===== config.mk =====
export PLATFORM = sky130hd
export DESIGN_NAME = aisf_flags
export DESIGN_NICKNAME = d
export VERILOG_FILES = /design/src/rtl/aisf_flags.v
export VERILOG_INCLUDE_DIRS = /design/src /design/src/rtl
export SDC_FILE = /design/constraint.sdc
export NUM_CORES = 1
export LEC_CHECK = 0
export CAP_MARGIN = 20
export CORE_MARGIN = 5
export CORE_UTILIZATION = 45
export DETAILED_ROUTE_END_ITERATION = 16
export DONT_BUFFER_PORTS = 1
export SLEW_MARGIN = 20
export SYNTH_ARGS = -nofsm -noshare
export SYNTH_HDL_FRONTEND = slang
export SYNTH_SLANG_ARGS = --single-unit

===== constraint.sdc =====
create_clock -name core_clk -period 1.5 [get_ports core_clk]
set_input_delay 0.15 -clock core_clk [delete_from_list [all_inputs] [get_ports core_clk]]
set_output_delay 0.15 -clock core_clk [all_outputs]
set_load 0.03 [all_outputs]

===== src/rtl/aisf_consts.vh =====
// constants for the auxiliary interrupt status flags block
`ifndef AISF_CONSTS_VH
`define AISF_CONSTS_VH

// special-function register locations
`define AISF_ADDR_FLAGS       8'ha7
`define AISF_ADDR_MASK        8'ha6
`define AISF_ADDR_SERIAL_BUF  8'h9b
`define AISF_ADDR_SLOW_CLR    8'hf8
`define AISF_ADDR_FAST_CLR    8'hf9
`define AISF_ADDR_ACCUM_LSB   8'hfa
`define AISF_ADDR_CONV_LSB    8'hfb

// reset values
`define AISF_RST_FLAGS        8'h00
`define AISF_RST_MASK         5'h00
`define AISF_RST_PEND         5'h00
`define AISF_RST_RDATA        8'h00

// field positions inside the flag and mask registers
`define AISF_BIT_ONE_HZ       7
`define AISF_BIT_ACCUM        6
`define AISF_BIT_CONV         5
`define AISF_BIT_MILLI        4
`define AISF_BIT_SERIAL_TX    3
`define AISF_SRC_LSB          3

// pending source codes, lower code wins
`define AISF_CODE_NONE        4'h0
`define AISF_CODE_SERIAL_TX   4'h4
`define AISF_CODE_MILLI       4'h5
`define AISF_CODE_CONV        4'h6
`define AISF_CODE_ACCUM       4'h7
`define AISF_CODE_ONE_HZ      4'h8

`endif


===== src/rtl/aisf_flags.v =====
// auxiliary interrupt flag register with mask, source clears and result hold
`include "aisf_consts.vh"
`default_nettype none

module aisf_flags #(
    parameter RESULT_W = 24
) (
    input  wire                core_clk,         // system clock
    input  wire                sys_rst,          // synchronous reset, high
    input  wire [7:0]          sfr_addr,         // special-function address
    input  wire                sfr_rd,           // read strobe
    input  wire                sfr_wr,           // write strobe
    input  wire [7:0]          sfr_wdata,        // write data
    input  wire                one_hz_evt,       // seconds tick pulse
    input  wire                accum_evt,        // summation done pulse
    input  wire                conv_evt,         // conversion done pulse
    input  wire [RESULT_W-1:0] conv_data,        // new conversion value
    input  wire                millitick_evt,    // millisecond tick pulse
    input  wire                serial_tx_evt,    // transmit buffer empty pulse
    output reg  [7:0]          sfr_rdata,        // read data, next cycle
    output reg  [RESULT_W-1:0] conv_result,      // conversion result register
    output reg  [7:0]          aux_irq_flags_reg,// masked flags
    output reg  [3:0]          aux_pending_code, // highest priority pending
    output reg                 aux_irq           // any masked flag set
);

    // pending state per source; bit 0 stands for flag bit 3
    reg  [4:0] raw_pend;
    // enable bits; the low mask bits have no source here and are not kept
    reg  [4:0] aux_irq_mask_reg;
    // next-state values
    reg  [4:0] next_mask;
    reg  [4:0] masked;                  // enabled view after this edge
    reg  [3:0] next_code;
    reg  [7:0] next_rdata;
    reg        next_conv_load;          // a new result may be taken

    // per-source event, clear strobe and updated pending bit
    wire [4:0] set_vec;
    wire [4:0] clr_vec;
    wire [4:0] next_raw;

    // register accesses this block answers to
    wire       mask_wr;
    wire       rd_flags;
    wire       rd_mask;
    wire       rd_conv;

    // address match shared by all the decodes
    function hit;
        input [7:0] a;
        input [7:0] loc;
        begin
            hit = (a == loc);
        end
    endfunction

    localparam B_HZ = `AISF_BIT_ONE_HZ - `AISF_SRC_LSB;
    localparam B_AC = `AISF_BIT_ACCUM - `AISF_SRC_LSB;
    localparam B_CV = `AISF_BIT_CONV - `AISF_SRC_LSB;
    localparam B_MS = `AISF_BIT_MILLI - `AISF_SRC_LSB;
    localparam B_TX = `AISF_BIT_SERIAL_TX - `AISF_SRC_LSB;
    localparam N_SRC = `AISF_BIT_ONE_HZ - `AISF_SRC_LSB + 1;

    // location whose access clears the given source
    function [7:0] clr_loc;
        input integer idx;
        begin
            case (idx)
                B_HZ:    clr_loc = `AISF_ADDR_SLOW_CLR;
                B_AC:    clr_loc = `AISF_ADDR_ACCUM_LSB;
                B_CV:    clr_loc = `AISF_ADDR_CONV_LSB;
                B_MS:    clr_loc = `AISF_ADDR_FAST_CLR;
                default: clr_loc = `AISF_ADDR_SERIAL_BUF;
            endcase
        end
    endfunction

    // source events in flag order, one-second tick on top
    assign set_vec = {one_hz_evt, accum_evt, conv_evt, millitick_evt, serial_tx_evt};

    // one pending bit per source; an event in the clearing cycle wins, so none is lost
    genvar gi;
    generate
        for (gi = 0; gi < N_SRC; gi = gi + 1) begin : g_src
            wire clr_strobe;            // the access kind that clears this source
            // serial transmit clears on a write of its buffer, the rest on a read
            assign clr_strobe   = (gi == B_TX) ? sfr_wr : sfr_rd;
            assign clr_vec[gi]  = clr_strobe & hit(sfr_addr, clr_loc(gi));
            assign next_raw[gi] = set_vec[gi] | (raw_pend[gi] & ~clr_vec[gi]);
        end
    endgenerate

    // decodes of the strobed location; no decode writes the flag location
    assign mask_wr  = sfr_wr & hit(sfr_addr, `AISF_ADDR_MASK);
    assign rd_flags = hit(sfr_addr, `AISF_ADDR_FLAGS);
    assign rd_mask  = hit(sfr_addr, `AISF_ADDR_MASK);
    assign rd_conv  = hit(sfr_addr, `AISF_ADDR_CONV_LSB);

    // mask register; the flag register has no write path at all
    always @* begin
        next_mask = aux_irq_mask_reg;
        if (mask_wr) begin
            next_mask = sfr_wdata[7:3];
        end
    end

    // enabled view of the state that the next edge will hold
    always @* begin
        masked = next_raw & next_mask;
    end

    // priority encode; the seconds tick is checked last
    always @* begin
        if (masked[B_TX]) begin
            next_code = `AISF_CODE_SERIAL_TX;
        end else if (masked[B_MS]) begin
            next_code = `AISF_CODE_MILLI;
        end else if (masked[B_CV]) begin
            next_code = `AISF_CODE_CONV;
        end else if (masked[B_AC]) begin
            next_code = `AISF_CODE_ACCUM;
        end else if (masked[B_HZ]) begin
            next_code = `AISF_CODE_ONE_HZ;
        end else begin
            next_code = `AISF_CODE_NONE;
        end
    end

    // read mux sees the state before this cycle's updates
    always @* begin
        next_rdata = 8'h00;
        if (sfr_rd) begin
            if (rd_flags) begin
                next_rdata = {raw_pend & aux_irq_mask_reg, 3'h0};
            end else if (rd_mask) begin
                next_rdata = {raw_pend, 3'h0};
            end else if (rd_conv) begin
                next_rdata = conv_result[7:0];
            end
        end
    end

    // raw pending state; flag writes fall through with no effect
    always @(posedge core_clk) begin
        if (sys_rst) begin
            raw_pend <= `AISF_RST_PEND;
        end else begin
            raw_pend <= next_raw;
        end
    end

    // enable register
    always @(posedge core_clk) begin
        if (sys_rst) begin
            aux_irq_mask_reg <= `AISF_RST_MASK;
        end else begin
            aux_irq_mask_reg <= next_mask;
        end
    end

    // flag mirror tracks this edge's update, so it matches a read one cycle later
    always @(posedge core_clk) begin
        if (sys_rst) begin
            aux_irq_flags_reg <= `AISF_RST_FLAGS;
        end else begin
            aux_irq_flags_reg <= {masked, 3'h0};
        end
    end

    // highest pending source for the shared vector
    always @(posedge core_clk) begin
        if (sys_rst) begin
            aux_pending_code <= `AISF_CODE_NONE;
        end else begin
            aux_pending_code <= next_code;
        end
    end

    // level request, any enabled source
    always @(posedge core_clk) begin
        if (sys_rst) begin
            aux_irq <= 1'b0;
        end else begin
            aux_irq <= |masked;
        end
    end

    // read answer stands for one cycle only
    always @(posedge core_clk) begin
        if (sys_rst) begin
            sfr_rdata <= `AISF_RST_RDATA;
        end else begin
            sfr_rdata <= next_rdata;
        end
    end

    // gate on the raw bit, so a masked but unread result is still kept
    always @* begin
        next_conv_load = conv_evt & ~raw_pend[B_CV];
    end

    // result register; an unread result is never overwritten
    always @(posedge core_clk) begin
        if (sys_rst) begin
            conv_result <= {RESULT_W{1'b0}};
        end else if (next_conv_load) begin
            conv_result <= conv_data;
        end
    end

endmodule

`default_nettype wire


# Yosys cells after proc, flatten, opt, wreduce, memory -nomap -nowiden
# Cells that the tools add are included.
# word_totals
input_bits	49
ff_bits	55
# op_classes
bitwise_logic	27
reduce_logical	6
muxes	9
n_eq_ne	7
# ops
cell	n
$eq A8 B8 Y1 const B	7
$mux W8	3
$reduce_or A5 Y1	3
$and A1 B1 Y1	12
$mux W3	4
$and A5 B5 Y5	2
$not A1 Y1	8
$mux W5	1
$or A1 B1 Y1	5
$mux W4	1
$reduce_or A2 Y1	2
$reduce_or A3 Y1	1

# Logic depth before layout (Yosys ltp)
# logic_depth
depth_word	11
depth_mapped	6
depth_no_buf	5

# Worst setup path after synthesis
# OpenSTA, ideal clock, no wires.
# synth_timing
kind	input port to flip-flop
from	input sfr_addr[4]
to	register aux_pending_code[3]
required_time_ns	1.441
path_slack_ns	-0.008
arrival_time_ns	1.449
setup_ns	0.059
path_stages	5
n_path_buf	0
cell_sequence	and4bb_1 > nand3_4 > mux2_4 > a2111oi_4 > and2_1
# synth_via
elab_chain_len	7
elab_cells_between_ends	31
cone_classes	6 x eq/ne; 2 x mux; 22 x bitwise; 1 x reduce/logical
# synth_rtl
element	line	text
start: declaration	aisf_flags.v:10	input wire [7:0] sfr_addr,
$eq A8 B8 Y1	aisf_flags.v:54	hit = (a == loc);
$and A1 B1 Y1	aisf_flags.v:89	assign clr_vec[gi] = clr_strobe & hit(sfr_addr, clr_loc(gi));
$not A1 Y1	aisf_flags.v:90	assign next_raw[gi] = set_vec[gi] | (raw_pend[gi] & ~clr_vec[gi]);
$and A1 B1 Y1	aisf_flags.v:90	
$or A1 B1 Y1	aisf_flags.v:90	
$and A5 B5 Y5 (*)	aisf_flags.v:110	masked = next_raw & next_mask;
$reduce_or A5 Y1 (no source line) / $mux W4 (equally long branches)	-	
end signal: assignment	aisf_flags.v:174	aux_pending_code <= `AISF_CODE_NONE;
end signal: assignment	aisf_flags.v:176	aux_pending_code <= next_code;
end: declaration	aisf_flags.v:23	output reg [3:0] aux_pending_code,
# Every way passes the cells marked *; elsewhere a longest branch is shown, timed or not.
# A chain may end at the register's enable or synchronous reset.

# Worst setup path in the final report
# layout_timing
from	register raw_pend[1]
to	register aux_pending_code[3]
# layout_via
elab_chain_len	4
# layout_rtl
element	line	text
start: declaration	aisf_flags.v:28	reg [4:0] raw_pend;
start signal: assignment	aisf_flags.v:147	raw_pend <= `AISF_RST_PEND;
start signal: assignment	aisf_flags.v:149	raw_pend <= next_raw;
$and A1 B1 Y1	aisf_flags.v:90	
$or A1 B1 Y1	aisf_flags.v:90	
$and A5 B5 Y5	aisf_flags.v:110	
$reduce_or A5 Y1 (no source line)	-	
# No other way between the ends.

==> flow_metrics.env <==
export IMPL_critical_path_startpoint="raw_pend[1]"
export IMPL_synthAdderAreaFrac=0
export IMPL_maxSlewViolCount=0
export IMPL_yosys_area_share_simple=0.269
export IMPL_syn_cell_area_um2=2040
export IMPL_stdcell_area_um2=2500
export IMPL_timing_final_crit_share=0.919
export IMPL_dpl_hpwl_um=3560
export IMPL_layout_min_cycle_time_ns=1.38
export IMPL_synth_top_area_share=0.509
export IMPL_hold_start="sfr_wdata[7]"
export IMPL_end_kind="flop"
export IMPL_dr_pass1_iters=4
export IMPL_synth_top_family_by_area="simple AND/OR/NAND/NOR gates"
export IMPL_yosys_warnings=0
export IMPL_synthCells=230
export IMPL_min_path_type="in -> reg"
export IMPL_clk_pin_slew_worst_paths_ns=0.09
export IMPL_placed_cell_area_um2=2110
export IMPL_power_leakage_uw=0.000981
export IMPL_grt_pass1_vias=1666
export IMPL_nets=310
export IMPL_p_seq_frac=0.592
export IMPL_clk_latency_ns=0.30
export IMPL_drc_errors=0
export IMPL_outcome="completed"
export IMPL_mostFrequentLayoutCells="52 x dfxtp_1, 48 x nand2_1, 28 x a21oi_1, 27 x dlygate4sd3_1, 21 x nor2_1"
export IMPL_cts_root_buf="clkbuf_8"
export IMPL_synth_area_leaders="dfxtp_1 51%, nand2_1 8.8%, a21oi_1 6.9%"
export IMPL_yosys_area_top_type="dfxtp_1"
export IMPL_cts_buffer_depth=2
export IMPL_p_total_uw=2590
export IMPL_topRoutingLayerUsed="met4"
export IMPL_n_antenna_cell=0
export IMPL_met2WireLength_um=2340
export IMPL_grt_usage=0.176
export IMPL_power_internal_uw=1920
export IMPL_grt_pass1_wl_um=8420
export IMPL_overflow=0
export IMPL_layout_commonest_cell="dfxtp_1"
export IMPL_startpoint_type="flop"
export IMPL_place_congestion=0.735
export IMPL_antenna_left=0
export IMPL_synth_compound_area_frac=0.158
export IMPL_setup_viol=0
export IMPL_cts_tree="done"
export IMPL_top_register="conv_result"
export IMPL_rows=24
export IMPL_drive_above_1_share=0.107
export IMPL_h_tree_depth=2
export IMPL_synth_seq_area_share=0.509
export IMPL_dr_wl_met3_um=433
export IMPL_fp_dieW_um=77.4
export IMPL_routed_via_density=5.35
export IMPL_m1WireLength_um=2150
export IMPL_peakVddDrop_mv=0.490
export IMPL_port_buffers=0
export IMPL_combPwrFrac=0.091
export IMPL_fmax_ghz=0.725
export IMPL_synthMuxAreaShare=0.0171
export IMPL_antenna_found_initial=0
export IMPL_syn2layout_area_growth_pct=22.2
export IMPL_seqCellArea_um2=1040
export IMPL_worst_endpoint_required_ns=1.75
export IMPL_p_switching_uw=672
export IMPL_cts_made_buffers=5
export IMPL_fp_coreArea_um2=4380
export IMPL_io_pins=94
export IMPL_dieArea_um2=5990
export IMPL_die_h_um=77.4
export IMPL_ys_ff_latch=52
export IMPL_largest_register_ff_count=24
export IMPL_powerDensity_nw_per_um2=1040
export IMPL_wl_per_cell_um=16.0
export IMPL_synth_xor_area_share=0
export IMPL_swShare=0.259
export IMPL_fin_worst_skew_ns=0.0101
export IMPL_synth_cell_types=41
export IMPL_crit_arrival_ns=1.63
export IMPL_grt_max_degree=44
export IMPL_cap_viol_max_count=0
export IMPL_rsz0062_at_grt="false"
export IMPL_dp_cells=278
export IMPL_r2r_start="raw_pend[1]"
export IMPL_cts_resized=0
export IMPL_multi_input_area_um2=922
export IMPL_power_share_clock=0.317
export IMPL_initial_utilization=0.466
export IMPL_fin_cells=314
export IMPL_avgSynthCellArea_um2=8.88
export IMPL_fillers=416
export IMPL_hold_viol_final=0
export IMPL_path_max_fanout=3
export IMPL_wirelength_um=5030
export IMPL_reg_top3="conv_result x24, sfr_rdata x8"
export IMPL_cts_sinks=52
export IMPL_worstSetupPathType="reg -> reg"
export IMPL_drt_initial_drc_count=89
export IMPL_vias=1681
[power by group through the flow]
stage	registers, uW	clock network (uW)	logic (uW)
3_3_place_gp	1570	0	154
3_5_place_dp	1570	0	157
5_1_grt	1540	937	265
6_report	1530	823	235
4_1_cts	1540	868	237
2_1_floorplan	1550	0	155
[synth_stat cells, drive strengths merged]
library cell	count
or3	1
a22oi	1
a32oi	5
nand4b	1
nand2	48
mux2i	2
and4bb	1
a21o	1
and3b	1
nor2	21
buf	4
inv	4
dfxtp	52
a2bb2oi	1
or4	1
and2b	1
nand3	1
or2	1
o41ai	2
o41a	1
a21boi	1
nand4bb	1
a2111oi	1
conb	1
clkbuf	11
o21a	1
a21oi	28
nor2b	1
and3	3
nand3b	3
mux2	1
nor3	5
nor4	1
nand2b	4
o31ai	3
or2b	5
and2	5
o21bai	1
nand4	4
[path summary, 6_finish.rpt]
| path | cells past startpoint | to | slack [ns] |
|---|---|---|---|
| hold reg to reg | 2 | aux_irq_mask_reg[4] | 0.55 |
| hold / removal | 2 | aux_irq_mask_reg[4] | 0.02 |
| setup / recovery | 5 | aux_pending_code[3] | 0.12 |
| setup reg to reg | 5 | aux_pending_code[3] | 0.12 |
[critical path, stage by stage, from the launching register on]
cell       delay [ns]
dfxtp_1          0.32
or2_2            0.29
o41ai_2          0.07
a21oi_1          0.15
a2111oi_4        0.33
and2_1           0.17
[repair_timing]
item | CTS | global route
hold endpoints to repair | 43 | 0
hold buffers | 28 | 0
setup buffers | 0 | 0
[per-stage QoR]
| stage | utilization | worst slack, ns | hold slack [ns] | setup TNS, ns |
|---|---|---|---|---|
| after floorplan | - | 0.0141 | 0.278 | 0 |
| after global placement | 0.481 | -0.100 | 0.223 | -0.259 |
| after detailed placement | 0.481 | -0.115 | 0.225 | -0.308 |
| after CTS | 0.570 | 0.116 | 0.00565 | 0 |
| after global routing | 0.570 | 0.0388 | 0.0324 | 0 |
| final | 0.570 | 0.121 | 0.0214 | 0 |
[routing by layer]
metal	vias up	GRT usage
met4	0	0.0584
met2	58	0.276
met5	-	0
met3	10	0.0752
li1	841	-
met1	772	0.217
[layout make-up]
class,count,share of cell area
sequential,52,0.417
tap,52,0.0261
timing repair buffer,37,0.143
clock buffer,6,0.0331
inverter,4,0.00601
multi-input combinational,161,0.369
clock inverter,2,0.00551
[cell families (layout without fill, tap and decap cells)]
| logic type | count (synthesis) | count (layout) |
|---|---|---|
| AO/OA/AOI/OAI | 46 | 46 |
| buffers and inverters | 19 | 49 |
| flip-flops | 52 | 52 |
| multiplexers | 3 | 3 |
| other | 1 | 3 |
| AND/OR/NAND/NOR | 109 | 109 |
(Power assumes the default switching activity.)
